## src/rtl/pm_pkg.sv

```systemverilog
// Package for the power mode control block: register map, bit positions, reset values, timing.
// Assumes a 125 MHz single clock and a 32-bit AXI4-Lite register bus.
package pm_pkg;
  localparam logic [3:0] reg_a_offset = 4'h0;
  localparam logic [3:0] reg_b_offset = 4'h4;
  localparam logic [3:0] status_offset = 4'h8;
  localparam logic [7:0] reg_a_reset = 8'h00;
  localparam logic [7:0] reg_b_reset = 8'h00;
  localparam int bit_a_reserved = 0;
  localparam int bit_strobe_level = 1;
  localparam int bit_auto_powerdown_enable = 2;
  localparam int bit_saver = 3;
  localparam int bit_fast_off = 4;
  localparam int bit_array_clk_off = 5;
  localparam int bit_macro_clk_off = 6;
  localparam int bit_timer_clk_off = 7;
  localparam int bit_counter_clk_sel = 0;
  localparam int bit_sleep_enable = 1;
  localparam logic [3:0] apd_overflow_count = 4'hF;
  localparam int clock_mhz = 125;
  localparam int idle_time_ns = 100;
  localparam int idle_cycles_raw = (idle_time_ns * clock_mhz + 999) / 1000;
  localparam logic [4:0] idle_cycles = 5'(idle_cycles_raw);
  localparam logic [1:0] resp_okay = 2'b00;
  localparam logic [1:0] resp_slverr = 2'b10;
endpackage

```

## src/rtl/power_mode_control_apd.sv

```systemverilog
// Power mode control: two mode registers over AXI4-Lite, auto power-down, memory power gating.
// Assumes all pins synchronous to aclk; the host drives strobe and chip select.
//
// Operation
// - Register a bit 1 selects strobe power-down level
// - Register a bit 2 enables auto power-down
// - Register a bit 3 enables memory current saver
// - Register a bit 4 turns array fast mode off
// - Register a bit 6 gates macrocell clock
// - Register a bit 7 gates timer clock
// - Register b bit 0 selects counter clock
// - Register b bit 1 enables sleep
// - Counter idles unless enabled and strobe frozen at level bit; 15
// - Current saver reads zero after reset
// - Saver off, selected chip: memory always powered
// - Chip select high: memory in standby
// - Saver on: unselected memory in standby
// - Saver on, 8-bit bus: half array powered
// - Array resets fast; off after 100 ns static
// - Register a bit 5 gates array clock
// - Sleep needs enables, level bit, overflow
// - Strobe pulsing leaves power-down at once
// - Chip select high enters power-down at once
//
// The register addresses and the AXI4-Lite register port were left to the implementer.
`timescale 1ns/1ps
`default_nettype none
module power_mode_control_apd
  import pm_pkg::*;
(
  input wire logic aclk,
  input wire logic aresetn,
  input wire logic [3:0] s_axi_awaddr,
  input wire logic s_axi_awvalid,
  output logic s_axi_awready,
  input wire logic [31:0] s_axi_wdata,
  input wire logic [3:0] s_axi_wstrb,
  input wire logic s_axi_wvalid,
  output logic s_axi_wready,
  output logic [1:0] s_axi_bresp,
  output logic s_axi_bvalid,
  input wire logic s_axi_bready,
  input wire logic [3:0] s_axi_araddr,
  input wire logic s_axi_arvalid,
  output logic s_axi_arready,
  output logic [31:0] s_axi_rdata,
  output logic [1:0] s_axi_rresp,
  output logic s_axi_rvalid,
  input wire logic s_axi_rready,
  input wire logic address_strobe,
  input wire logic chip_select_n,
  input wire logic device_clock_input,
  input wire logic port_e_pin7,
  input wire logic array_input_activity,
  input wire logic memory_selected,
  input wire logic memory_access,
  input wire logic byte_bus_mode,
  input wire logic odd_half_access,
  output logic power_down,
  output logic sleep,
  output logic memory_powered,
  output logic [1:0] memory_half_powered,
  output logic array_zero_power,
  output logic array_fast,
  output logic array_clock_enable,
  output logic macrocell_clock_enable,
  output logic timer_clock_enable,
  output logic device_clock_buffer_off
);
  logic [7:0] power_mode_reg_a;
  logic [7:0] power_mode_reg_b;
  logic [7:0] next_reg_a;
  logic [7:0] next_reg_b;
  logic aw_held;
  logic w_held;
  logic next_aw_held;
  logic next_w_held;
  logic [3:0] aw_addr;
  logic [3:0] next_aw_addr;
  logic [31:0] w_data;
  logic [31:0] next_w_data;
  logic [3:0] w_strb;
  logic [3:0] next_w_strb;
  logic next_bvalid;
  logic [1:0] next_bresp;
  logic next_rvalid;
  logic [31:0] next_rdata;
  logic [1:0] next_rresp;
  logic do_write;
  logic overflow;
  logic counter_tick;
  logic auto_powerdown_enable;
  logic strobe_level;
  logic next_power_down;
  logic next_sleep;
  logic next_memory_powered;
  logic [1:0] next_half;
  logic next_array_zero;
  logic [7:0] status_byte;
  logic zero_power_raw;

  assign auto_powerdown_enable = power_mode_reg_a[bit_auto_powerdown_enable];
  assign strobe_level = power_mode_reg_a[bit_strobe_level];

  // Counter clock source: device clock or the alternate port pin, used as a tick.
  assign counter_tick = power_mode_reg_b[bit_counter_clk_sel] ?
                        device_clock_input : port_e_pin7;

  apd_counter counter_inst (
    .aclk(aclk),
    .aresetn(aresetn),
    .enable(auto_powerdown_enable),
    .level(strobe_level),
    .strobe(address_strobe),
    .tick(counter_tick),
    .overflow(overflow)
  );

  idle_timer idle_inst (
    .aclk(aclk),
    .aresetn(aresetn),
    .fast_off(power_mode_reg_a[bit_fast_off]),
    .activity(array_input_activity),
    .zero_power(zero_power_raw)
  );

  // Write channel capture, register update and write response.
  assign s_axi_awready = !aw_held && !s_axi_bvalid;
  assign s_axi_wready = !w_held && !s_axi_bvalid;
  always_comb begin
    next_aw_held = aw_held;
    next_w_held = w_held;
    next_aw_addr = aw_addr;
    next_w_data = w_data;
    next_w_strb = w_strb;
    next_reg_a = power_mode_reg_a;
    next_reg_b = power_mode_reg_b;
    next_bvalid = s_axi_bvalid;
    next_bresp = s_axi_bresp;
    if (s_axi_awvalid && s_axi_awready) begin
      next_aw_held = 1'b1;
      next_aw_addr = s_axi_awaddr;
    end
    if (s_axi_wvalid && s_axi_wready) begin
      next_w_held = 1'b1;
      next_w_data = s_axi_wdata;
      next_w_strb = s_axi_wstrb;
    end
    do_write = aw_held && w_held;
    if (do_write) begin
      next_aw_held = 1'b0;
      next_w_held = 1'b0;
      next_bvalid = 1'b1;
      next_bresp = resp_okay;
      if (aw_addr == reg_a_offset) begin
        if (w_strb[0]) begin
          next_reg_a = w_data[7:0];
        end
      end else if (aw_addr == reg_b_offset) begin
        if (w_strb[0]) begin
          next_reg_b = w_data[7:0];
        end
      end else if (aw_addr == status_offset) begin
        next_bresp = resp_okay;
      end else begin
        next_bresp = resp_slverr;
      end
    end else if (s_axi_bvalid && s_axi_bready) begin
      next_bvalid = 1'b0;
    end
  end

  // Read channel: registers in the low byte, status byte shows live power state.
  assign status_byte = {3'h0, array_zero_power, memory_powered, overflow, sleep, power_down};
  assign s_axi_arready = !s_axi_rvalid;
  always_comb begin
    next_rvalid = s_axi_rvalid;
    next_rdata = s_axi_rdata;
    next_rresp = s_axi_rresp;
    if (s_axi_arvalid && s_axi_arready) begin
      next_rvalid = 1'b1;
      next_rresp = resp_okay;
      if (s_axi_araddr == reg_a_offset) begin
        next_rdata = {24'h00_0000, power_mode_reg_a};
      end else if (s_axi_araddr == reg_b_offset) begin
        next_rdata = {24'h00_0000, power_mode_reg_b};
      end else if (s_axi_araddr == status_offset) begin
        next_rdata = {24'h00_0000, status_byte};
      end else begin
        next_rdata = 32'h0000_0000;
        next_rresp = resp_slverr;
      end
    end else if (s_axi_rvalid && s_axi_rready) begin
      next_rvalid = 1'b0;
    end
  end

  // Power state: chip select, auto power-down and sleep, memory gating.
  always_comb begin
    next_power_down = chip_select_n || overflow;
    next_sleep = power_mode_reg_b[bit_sleep_enable] && auto_powerdown_enable &&
                 strobe_level && overflow;
    next_array_zero = zero_power_raw;
    if (chip_select_n) begin
      next_memory_powered = 1'b0;
    end else if (!power_mode_reg_a[bit_saver]) begin
      next_memory_powered = 1'b1;
    end else begin
      next_memory_powered = memory_selected && memory_access;
    end
    if (next_memory_powered && power_mode_reg_a[bit_saver] && byte_bus_mode) begin
      next_half = odd_half_access ? 2'b10 : 2'b01;
    end else if (next_memory_powered) begin
      next_half = 2'b11;
    end else begin
      next_half = 2'b00;
    end
  end

  // Registers everything that software and the power logic hold.
  always_ff @(posedge aclk) begin
    if (!aresetn) begin
      power_mode_reg_a <= reg_a_reset;
      power_mode_reg_b <= reg_b_reset;
      aw_held <= 1'b0;
      w_held <= 1'b0;
      aw_addr <= 4'h0;
      w_data <= 32'h0000_0000;
      w_strb <= 4'h0;
      s_axi_bvalid <= 1'b0;
      s_axi_bresp <= 2'b00;
      s_axi_rvalid <= 1'b0;
      s_axi_rdata <= 32'h0000_0000;
      s_axi_rresp <= 2'b00;
      power_down <= 1'b0;
      sleep <= 1'b0;
      memory_powered <= 1'b0;
      memory_half_powered <= 2'b00;
      array_zero_power <= 1'b0;
    end else begin
      power_mode_reg_a <= next_reg_a;
      power_mode_reg_b <= next_reg_b;
      aw_held <= next_aw_held;
      w_held <= next_w_held;
      aw_addr <= next_aw_addr;
      w_data <= next_w_data;
      w_strb <= next_w_strb;
      s_axi_bvalid <= next_bvalid;
      s_axi_bresp <= next_bresp;
      s_axi_rvalid <= next_rvalid;
      s_axi_rdata <= next_rdata;
      s_axi_rresp <= next_rresp;
      power_down <= next_power_down;
      sleep <= next_sleep;
      memory_powered <= next_memory_powered;
      memory_half_powered <= next_half;
      array_zero_power <= next_array_zero;
    end
  end

  // Clock gating levels straight from the mode register; the buffer-off level also needs overflow.
  assign array_fast = !power_mode_reg_a[bit_fast_off];
  assign array_clock_enable = !power_mode_reg_a[bit_array_clk_off];
  assign macrocell_clock_enable = !power_mode_reg_a[bit_macro_clk_off];
  assign timer_clock_enable = !power_mode_reg_a[bit_timer_clk_off];
  assign device_clock_buffer_off = (&power_mode_reg_a[7:5]) && overflow;

  // Chip select high powers down one cycle later.
  a_cs_powerdown: assert property (@(posedge aclk) disable iff (!aresetn)
    chip_select_n |=> power_down && !memory_powered) else $error("no power-down");
  // Sleep only with all enables set.
  a_sleep_gate: assert property (@(posedge aclk) disable iff (!aresetn)
    sleep |-> $past(power_mode_reg_b[1] && power_mode_reg_a[2] && power_mode_reg_a[1]))
    else $error("sleep without enables");
  // Saver off and selected keeps memory on.
  a_mem_on: assert property (@(posedge aclk) disable iff (!aresetn)
    !chip_select_n && !power_mode_reg_a[3] |=> memory_powered)
    else $error("memory off with saver off");
  // Saver on and unselected memory stands by.
  a_mem_saver: assert property (@(posedge aclk) disable iff (!aresetn)
    power_mode_reg_a[3] && !memory_selected |=> !memory_powered)
    else $error("memory on while unselected");
  // Byte mode with saver powers one half.
  a_half_only: assert property (@(posedge aclk) disable iff (!aresetn)
    memory_powered && $past(power_mode_reg_a[3] && byte_bus_mode) |-> memory_half_powered != 2'b11)
    else $error("both halves on");
  // Strobe movement leaves power-down next cycle with chip selected.
  a_strobe_wakes: assert property (@(posedge aclk) disable iff (!aresetn)
    address_strobe != $past(address_strobe) && !chip_select_n |=> !power_down && !sleep)
    else $error("no wake on strobe");
  // Mode bits gate the clocks.
  a_timer_gate: assert property (@(posedge aclk) disable iff (!aresetn)
    power_mode_reg_a[7] |-> !timer_clock_enable && array_clock_enable == !power_mode_reg_a[5])
    else $error("clock gate wrong");
endmodule // power_mode_control_apd
`default_nettype wire

```

## src/rtl/apd_counter.sv

```systemverilog
// Automatic power-down counter: counts enabled clock ticks while the strobe is frozen at the level input.
// Assumes the strobe and the tick are synchronous to aclk.
`timescale 1ns/1ps
`default_nettype none
module apd_counter
  import pm_pkg::*;
(
  input wire logic aclk,
  input wire logic aresetn,
  input wire logic enable,
  input wire logic level,
  input wire logic strobe,
  input wire logic tick,
  output logic overflow
);
  logic strobe_prev;
  logic [3:0] count;
  logic [3:0] next_count;
  logic next_strobe_prev;
  logic edge_seen;

  // Next count: idle when disabled, strobe moves or strobe differs from level, else count toward overflow.
  always_comb begin
    edge_seen = strobe != strobe_prev;
    next_strobe_prev = strobe;
    next_count = count;
    if (!enable || edge_seen || strobe != level) begin
      next_count = 4'h0;
    end else if (tick && count != apd_overflow_count) begin
      next_count = count + 4'h1;
    end
  end

  // Registers the counter state.
  always_ff @(posedge aclk) begin
    if (!aresetn) begin
      count <= 4'h0;
      strobe_prev <= 1'b0;
    end else begin
      count <= next_count;
      strobe_prev <= next_strobe_prev;
    end
  end

  assign overflow = enable && !edge_seen && count == apd_overflow_count;

  // Counter never advances while disabled.
  a_idle_disabled: assert property (@(posedge aclk) disable iff (!aresetn)
    !enable |=> count == 4'h0) else $error("counter moved while disabled");
  // A strobe transition clears the count.
  a_edge_clears: assert property (@(posedge aclk) disable iff (!aresetn)
    strobe != $past(strobe) |=> count == 4'h0) else $error("edge did not clear");
endmodule // apd_counter
`default_nettype wire

```

## src/rtl/idle_timer.sv

```systemverilog
// Static-input timer for the logic array: flags zero power after inputs stay static.
// Assumes the activity flag is synchronous to aclk.
`timescale 1ns/1ps
`default_nettype none
module idle_timer
  import pm_pkg::*;
(
  input wire logic aclk,
  input wire logic aresetn,
  input wire logic fast_off,
  input wire logic activity,
  output logic zero_power
);
  logic [4:0] count;
  logic [4:0] next_count;

  // Counts static cycles while fast mode is off; activity restarts it.
  always_comb begin
    next_count = count;
    if (!fast_off || activity) begin
      next_count = 5'h0;
    end else if (count != idle_cycles) begin
      next_count = count + 5'h1;
    end
  end

  // Registers the static-cycle count.
  always_ff @(posedge aclk) begin
    if (!aresetn) begin
      count <= 5'h0;
    end else begin
      count <= next_count;
    end
  end

  assign zero_power = fast_off && !activity && count == idle_cycles;

  // Fast mode or input activity restarts the static count, so the array stays powered.
  a_fast_powered: assert property (@(posedge aclk) disable iff (!aresetn)
    !fast_off || activity |=> count == 5'h0 && !zero_power) else $error("array off in fast mode");
endmodule // idle_timer
`default_nettype wire

```

## config.mk

```make
export PLATFORM = sky130hd
export DESIGN_NAME = power_mode_control_apd
export DESIGN_NICKNAME = d
export VERILOG_FILES = /design/src/rtl/pm_pkg.sv /design/src/rtl/power_mode_control_apd.sv /design/src/rtl/apd_counter.sv /design/src/rtl/idle_timer.sv
export SDC_FILE = /design/constraint.sdc
export NUM_CORES = 1
export LEC_CHECK = 0
export ABC_AREA = 1
export BUFFER_PORTS_ARGS = -buffer_cell sky130_fd_sc_hd__buf_4
export CAP_MARGIN = 20
export CORE_MARGIN = 4
export CORE_UTILIZATION = 27
export CTS_BUF_LIST = sky130_fd_sc_hd__clkbuf_16
export DETAILED_ROUTE_END_ITERATION = 16
export MAX_ROUTING_LAYER = met4
export PLACE_DENSITY = 0.54
export SLEW_MARGIN = 20
export SYNTH_ARGS = -nofsm -noshare
export SYNTH_HDL_FRONTEND = slang
export SYNTH_SLANG_ARGS = --single-unit
```

## constraint.sdc

```tcl
create_clock -name aclk -period 1.2 [get_ports aclk]
set_input_delay 0.24 -clock aclk [delete_from_list [all_inputs] [get_ports aclk]]
set_output_delay 0.24 -clock aclk [all_outputs]
set_load 0.005 [all_outputs]
```

==> results.yml, run 1 <==
status:
  outcome: "finished with violations"
  violations: "negative setup slack"
die:
  initial_core_util_pct: 28.0
  rows: 35
  fp.dieW_um: 106
  die_y_um: 106
  fp.dieArea_um2: 11300
  core_um2: 9330
  ios: 112
finish:
  area_growth_syn_to_layout_pct: 45.5
  antenna_cells: 0
  fin_nets: 506
  drive_gt1_share_pct: 34.0
  final_util_pct: 40.7
  n_fill_cell: 974
global_routing:
  grt_pass1_vias: 2263
  antenna_found_initial: 0
  grt_overflow: 0
  grt_max_degree: 21
  grt_pass1_wl_mm: 10.6
  grt_usage_pct: 12.1
setup_path:
  crit_path_start_kind: "flop"
  worstReg2RegStart: "power_mode_reg_b[0]"
  r2r_setup_slack_ns: -0.04
  rr_worst_depth: 6
  cp_max_fo: 2
  crit_required_ns: 0.96
  crit_path_end_kind: "output pin"
  crit_type: "flop to output pin"
  r2r-end: "counter_inst.count[0]"
  critPathArrivalTime_ns: 1.38
pwr:
  p_clk_share_pct: 44.6
  irDropWorstVdd_mv: 0.599
  p_switching_mw: 1.23
  p_int_mw: 3.67
  p_comb_share_pct: 11.7
  netSwitchingFraction_pct: 25.1
  power.density_nw_per_um2: 1290
  seq_power_share_pct: 43.7
  leakagePower_nw: 1.64
  total_power_mw: 4.89
flow_run:
  max_cap_violations: 0
routing:
  viasPerCell: 4.28
  num_vias: 2464
  drtIter0Drc: 74
  wire_per_inst_um: 11.9
  post-route-drc-count: 0
  routed_wl_mm: 6.86
  dr.pass1.iters: 4
  ant_nets: 0
sta:
  finalCritPeriodShare_pct: 135
  fmax_mhz: 617
  hold_viol: 0
  fin_ws_ns: -0.421
  min_period_ns: 1.62
  setup_viol: 4
  rsz0062_at_grt: "true"
  fin_worst_skew_ns: 0.00659
  drv_slew: 0
cts:
  cts_buffers: 9
  clk_pin_slew_ns: 0.05
  clock-sinks: 59
  clock_tree.root_cell: "clkbuf_16"
  clock_path_buffers: 2
  clock_latency_ns: 0.33
  cts_tree: "done"
  htree_levels: 3
synth:
  ys_seq_area_share_pct: 45.3
  synth_edf_count: 0
  ys_seq_elements: 59
  syn_inst: 349
  avgSynthCellArea_um2: 7.47
  synth_cell_type_count: 31
  syn_area_um2: 2610
  yosys_warnings: 0
  async_flop_share_pct: 0
  synthFlopType: "dfxtp_1"
worst_hold_path:
  hold_depth: 2
  holdCritStartpoint: "odd_half_access"
  min_to: "memory_half_powered[0]"
  min_path_type: "input pin to flop"
place:
  port_buffers: 58
  routabilityCongestion: 0.737
  dp.final_hpwl_mm: 4.98
[layer usage]
layer	global-route usage (%)	up-vias	routed length [um]
met2	18.9	82	3150
met3	3.89	10	475
met4	4.44	0	112
met1	14.6	1098	3120
li1	-	1274	-
met5	-	-	0
[cell usage after synthesis (2+ instances only)]
cell | n | area [um2]
a21oi_1 | 29 | 145
a31oi_1 | 3 | 18.8
buf_2 | 2 | 10.0
buf_4 | 26 | 195
clkbuf_1 | 2 | 7.51
dfxtp_1 | 59 | 1180
ha_1 | 3 | 37.5
inv_1 | 35 | 131
nand2_1 | 48 | 180
nand3_1 | 10 | 50.1
nand4_1 | 3 | 18.8
nand4_4 | 2 | 42.5
nor2_1 | 62 | 233
nor2_2 | 3 | 18.8
nor3_1 | 2 | 10.0
o21a_1 | 2 | 15.0
o21ai_0 | 42 | 210
o21ai_1 | 2 | 10.0
xnor2_1 | 2 | 17.5
[worst max-delay path: stages, from the launching register on]
cell and delay, ns:
dfxtp_2 0.35, ha_4 0.15, nand3_4 0.08, nor2_4 0.12
nand2_2 0.07, nor4_2 0.14, buf_4 0.15
[worst max-delay path by stage]
stage                                      from  depth (start not counted)  slack, ns                       to
final                     counter_inst.count[1]                          6      -0.42  device_clock_buffer_off
after global routing      counter_inst.count[0]                          6      -0.51  device_clock_buffer_off
after CTS                 counter_inst.count[0]                          6      -0.45  device_clock_buffer_off
after detailed placement  counter_inst.count[1]                          6      -0.22  device_clock_buffer_off
after global placement    counter_inst.count[1]                          6      -0.17  device_clock_buffer_off
after floorplan           counter_inst.count[0]                          5      -0.02  device_clock_buffer_off
[flip-flops by register name, summed over array words and instances (netlist names), 2 cells and up]
register,flops
aw_addr,4
s_axi_rdata,8
power_mode_reg_b,8
w_data,8
memory_half_powered,2
counter_inst.count,4
power_mode_reg_a,8
idle_inst.count,5
[placed cells by master (no fill, tap or decap), types with 2 or more instances in the layout]
master / netlist / final
clkinv_1: 1 / 5
buf_6: 1 / 2
nor2_4: 1 / 4
clkbuf_16: 0 / 9
clkinvlp_4: 0 / 2
buf_12: 0 / 2
xnor2_1: 2 / 2
inv_1: 35 / 33
nand2_1: 48 / 46
o21ai_2: 0 / 11
o21ai_1: 2 / 10
nor3_1: 2 / 2
nand3_1: 10 / 8
nand2_2: 1 / 2
o21a_1: 2 / 2
buf_4: 26 / 85
dfxtp_2: 0 / 7
ha_1: 3 / 2
o21ai_0: 42 / 23
a31oi_1: 3 / 3
nor2_2: 3 / 6
nand4_4: 2 / 4
a21oi_1: 29 / 22
conb_1: 1 / 26
dfxtp_4: 0 / 2
a21oi_2: 0 / 7
dfxtp_1: 59 / 50
nor2_1: 62 / 56
nand4_1: 3 / 3
[cells by family (layout without fill, tap and decap cells)]
family	after synthesis	count (layout)	synth area share [%]
AND/OR/NAND/NOR	136	138	22.9
AO/OA/AOI/OAI	78	78	15.3
buffers and inverters	70	141	14.3
flip-flops	59	59	45.3
adder cells (fa/ha/maj)	3	3	1.44
XOR/XNOR	2	2	0.672
other	1	26	0.144
[stage by stage]
step / hold slack [ns] / setup slack, ns / TNS (ns) / instance area, um2 / std cells
global placement: 0.443 / -0.173 / -0.419 / 3260 / 552
detailed placement: 0.448 / -0.218 / -0.620 / 3260 / 552
finish: 0.116 / -0.421 / -0.479 / 3790 / 576
global route: 0.114 / -0.509 / -1.37 / 3790 / 576
floorplan: 0.333 / -0.0222 / -0.0222 / 2710 / 374
CTS: 0.111 / -0.454 / -0.484 / 3570 / 569
[area by class of cell]
class                      count  area, um2  share of cell area, %
clock inverter                 6       23.8                  0.626
clock buffer                   9        225                   5.93
sequential                    59       1200                   31.6
multi-input combinational    247       1340                   35.2
inverter                      37        151                   3.99
tap                          129        161                   4.25
timing repair buffer          89        701                   18.5
[power by group through the flow]
| stage | Sequential (mW) | Combinational, mW | Clock [mW] |
|---|---|---|---|
| 2_1_floorplan | 2.14 | 0.316 | 0 |
| 3_3_place_gp | 2.15 | 0.502 | 0 |
| 3_5_place_dp | 2.15 | 0.508 | 0 |
| 4_1_cts | 2.12 | 0.523 | 2.21 |
| 5_1_grt | 2.15 | 0.648 | 2.30 |
| 6_report | 2.14 | 0.575 | 2.18 |
[timing repair]
item / in CTS / in global routing
pin swaps: 2 / 16
resized for setup: 13 / 61
setup buffers: 1 / 7
hold buffers: 0 / 0
gates cloned: 1 / 1
endpoints found under the setup margin: 11 / 37
(Power assumes the default switching activity.)
==> run 2: changes to the inputs <==
==> constraint.sdc (replaced) <==
create_clock -name aclk -period 1.4 [get_ports aclk]
set_input_delay 0.28 -clock aclk [delete_from_list [all_inputs] [get_ports aclk]]
set_output_delay 0.28 -clock aclk [all_outputs]
set_load 0.005 [all_outputs]
==> run 2 against run 1 <==
  * The run still ends with negative setup slack left
  * Cell area fell by 7.8%
  * Worst hold slack improved by 0.040 ns
  * Clock skew down 0.0021 ns
  * Routed wire length shrank 8.8%
  * Sequential share of layout area increased by 2.3 points
  * Final cell count is 2.6% lower
==> results.yml, run 2 (same netlist as run 1, synthesis figures left out) <==
place:
  dp.final_hpwl_mm: 4.81
  port_buffers: 58
  dp_worst_setup_slack_ns: -0.104
  routabilityCongestion: 0.776
die:
  die_y_um: 106
  ios: 112
  fp.dieW_um: 106
  rows: 35
  fp.dieArea_um2: 11300
  core_um2: 9330
  initial_core_util_pct: 28.0
cts:
  cts_tree: "done"
  cts_buffers: 9
  clock_latency_ns: 0.32
  clk_pin_slew_ns: 0.05
  clock_path_buffers: 2
  clock_tree.root_cell: "clkbuf_16"
  htree_levels: 3
  clock-sinks: 59
  hold_buffers: 0
sta:
  min_period_ns: 1.66
  rsz0062_at_grt: "true"
  hold_viol: 0
  fin_ws_ns: -0.260
  fmax_mhz: 602
  finalCritPeriodShare_pct: 119
  fin_worst_skew_ns: 0.00445
  setup_viol: 1
  drv_slew: 0
  setup_tns_ns: -0.260
pwr:
  seq_power_share_pct: 44.4
  p_switching_mw: 0.982
  total_power_mw: 4.08
  p_clk_share_pct: 45.6
  netSwitchingFraction_pct: 24.1
  leakagePower_nw: 1.54
  p_comb_share_pct: 10.0
  p_int_mw: 3.10
  power.density_nw_per_um2: 1170
  irDropWorstVdd_mv: 0.536
setup_path:
  rr_worst_depth: 4
  crit_required_ns: 1.12
  critPathArrivalTime_ns: 1.38
  cp_max_fo: 2
  crit_type: "flop to output pin"
  crit_path_end_kind: "output pin"
  crit_path_start_kind: "flop"
global_routing:
  antenna_found_initial: 0
  grt_usage_pct: 11.9
  grt_max_degree: 19
  grt_pass1_vias: 2154
  grt_pass1_wl_mm: 10.2
  grt_overflow: 0
finish:
  area_growth_syn_to_layout_pct: 34.2
  final_cell_mix: "77 x buf_4, 61 x nor2_1, 57 x dfxtp_1"
  fin_nets: 492
  drive_gt1_share_pct: 24.3
  n_fill_cell: 1003
  layout_commonest_cell: "buf_4"
  antenna_cells: 0
routing:
  wirelength_met1_mm: 2.95
  post-route-drc-count: 0
  drtIter0Drc: 95
  wire_per_inst_um: 11.1
  ant_nets: 0
  dr.pass1.iters: 4
  highest_layer: "met4"
  num_vias: 2312
  routed_wl_mm: 6.25
  wl_met3_um: 442
  viasPerCell: 4.12
  wl_met2_mm: 2.73
worst_hold_path:
  min_path_type: "input pin to flop"
  hold_depth: 2
status:
  outcome: "finished with violations"
  violations: "negative setup slack"
flow_run:
  max_cap_violations: 0
==> run 2: cell count changes in the layout (fill, tap and decap cells not counted), sizes merged <==
cell and delta:
buf -12, clkinv -1, clkinvlp -2, inv +2
nand4 -2
==> run 2: worst max-delay path: stages, from the launching register on <==
cell,delay [ns]
dfxtp_2,0.34
ha_4,0.15
nand3_4,0.09
nor2_4,0.11
nand2_2,0.08
nor4_2,0.14
buf_4,0.15
==> run 2: area by class of cell <==
type | count | area (um2) | area share (%)
well taps | 129 | 161 | 4.61
inverters | 37 | 139 | 3.97
clock buffers | 9 | 225 | 6.44
multi-input cells | 245 | 1190 | 34.0
flip-flops and latches | 59 | 1180 | 33.8
clock inverters | 5 | 22.5 | 0.644
repair buffers | 77 | 578 | 16.5
==> run 2: per-stage QoR <==
step                std cells  hold slack [ns]  cell area, um2  util [%]
floorplan                 374            0.373            2700         -
global placement          544            0.460            3190      34.2
detailed placement        544            0.464            3190      34.2
CTS                       558            0.146            3480      37.3
global route              561            0.149            3500      37.5
finish                    561            0.156            3500      37.5
==> run 2: repair_timing <==
action	4_1_cts	5_1_grt
pin swaps	3	3
endpoints found under the setup margin	1	1
gates resized for setup	10	0
setup buffers	0	3
hold endpoints to repair	0	0
==> run 2: routing by layer <==
metal	GRT usage [%]	vias to the layer above
li1	-	1231
met1	15.0	997
met2	17.4	71
met3	3.10	13
met4	6.11	0
met5	-	-
==> run 2: worst paths after layout <==
check                        start                       to  slack, ns
max          counter_inst.count[0]  device_clock_buffer_off      -0.26
min                odd_half_access   memory_half_powered[0]       0.16
max reg2reg    power_mode_reg_b[0]    counter_inst.count[0]       0.15
min reg2reg    power_mode_reg_a[0]      power_mode_reg_a[0]       0.47
==> run 2: power groups by stage <==
| stage | combinational [mW] | sequential, mW | clock (mW) |
|---|---|---|---|
| finish | 0.410 | 1.81 | 1.86 |
| global route | 0.472 | 1.82 | 2.01 |
| CTS | 0.415 | 1.81 | 1.91 |
| detailed placement | 0.412 | 1.85 | 0 |
| global placement | 0.407 | 1.84 | 0 |
| floorplan | 0.270 | 1.83 | 0 |
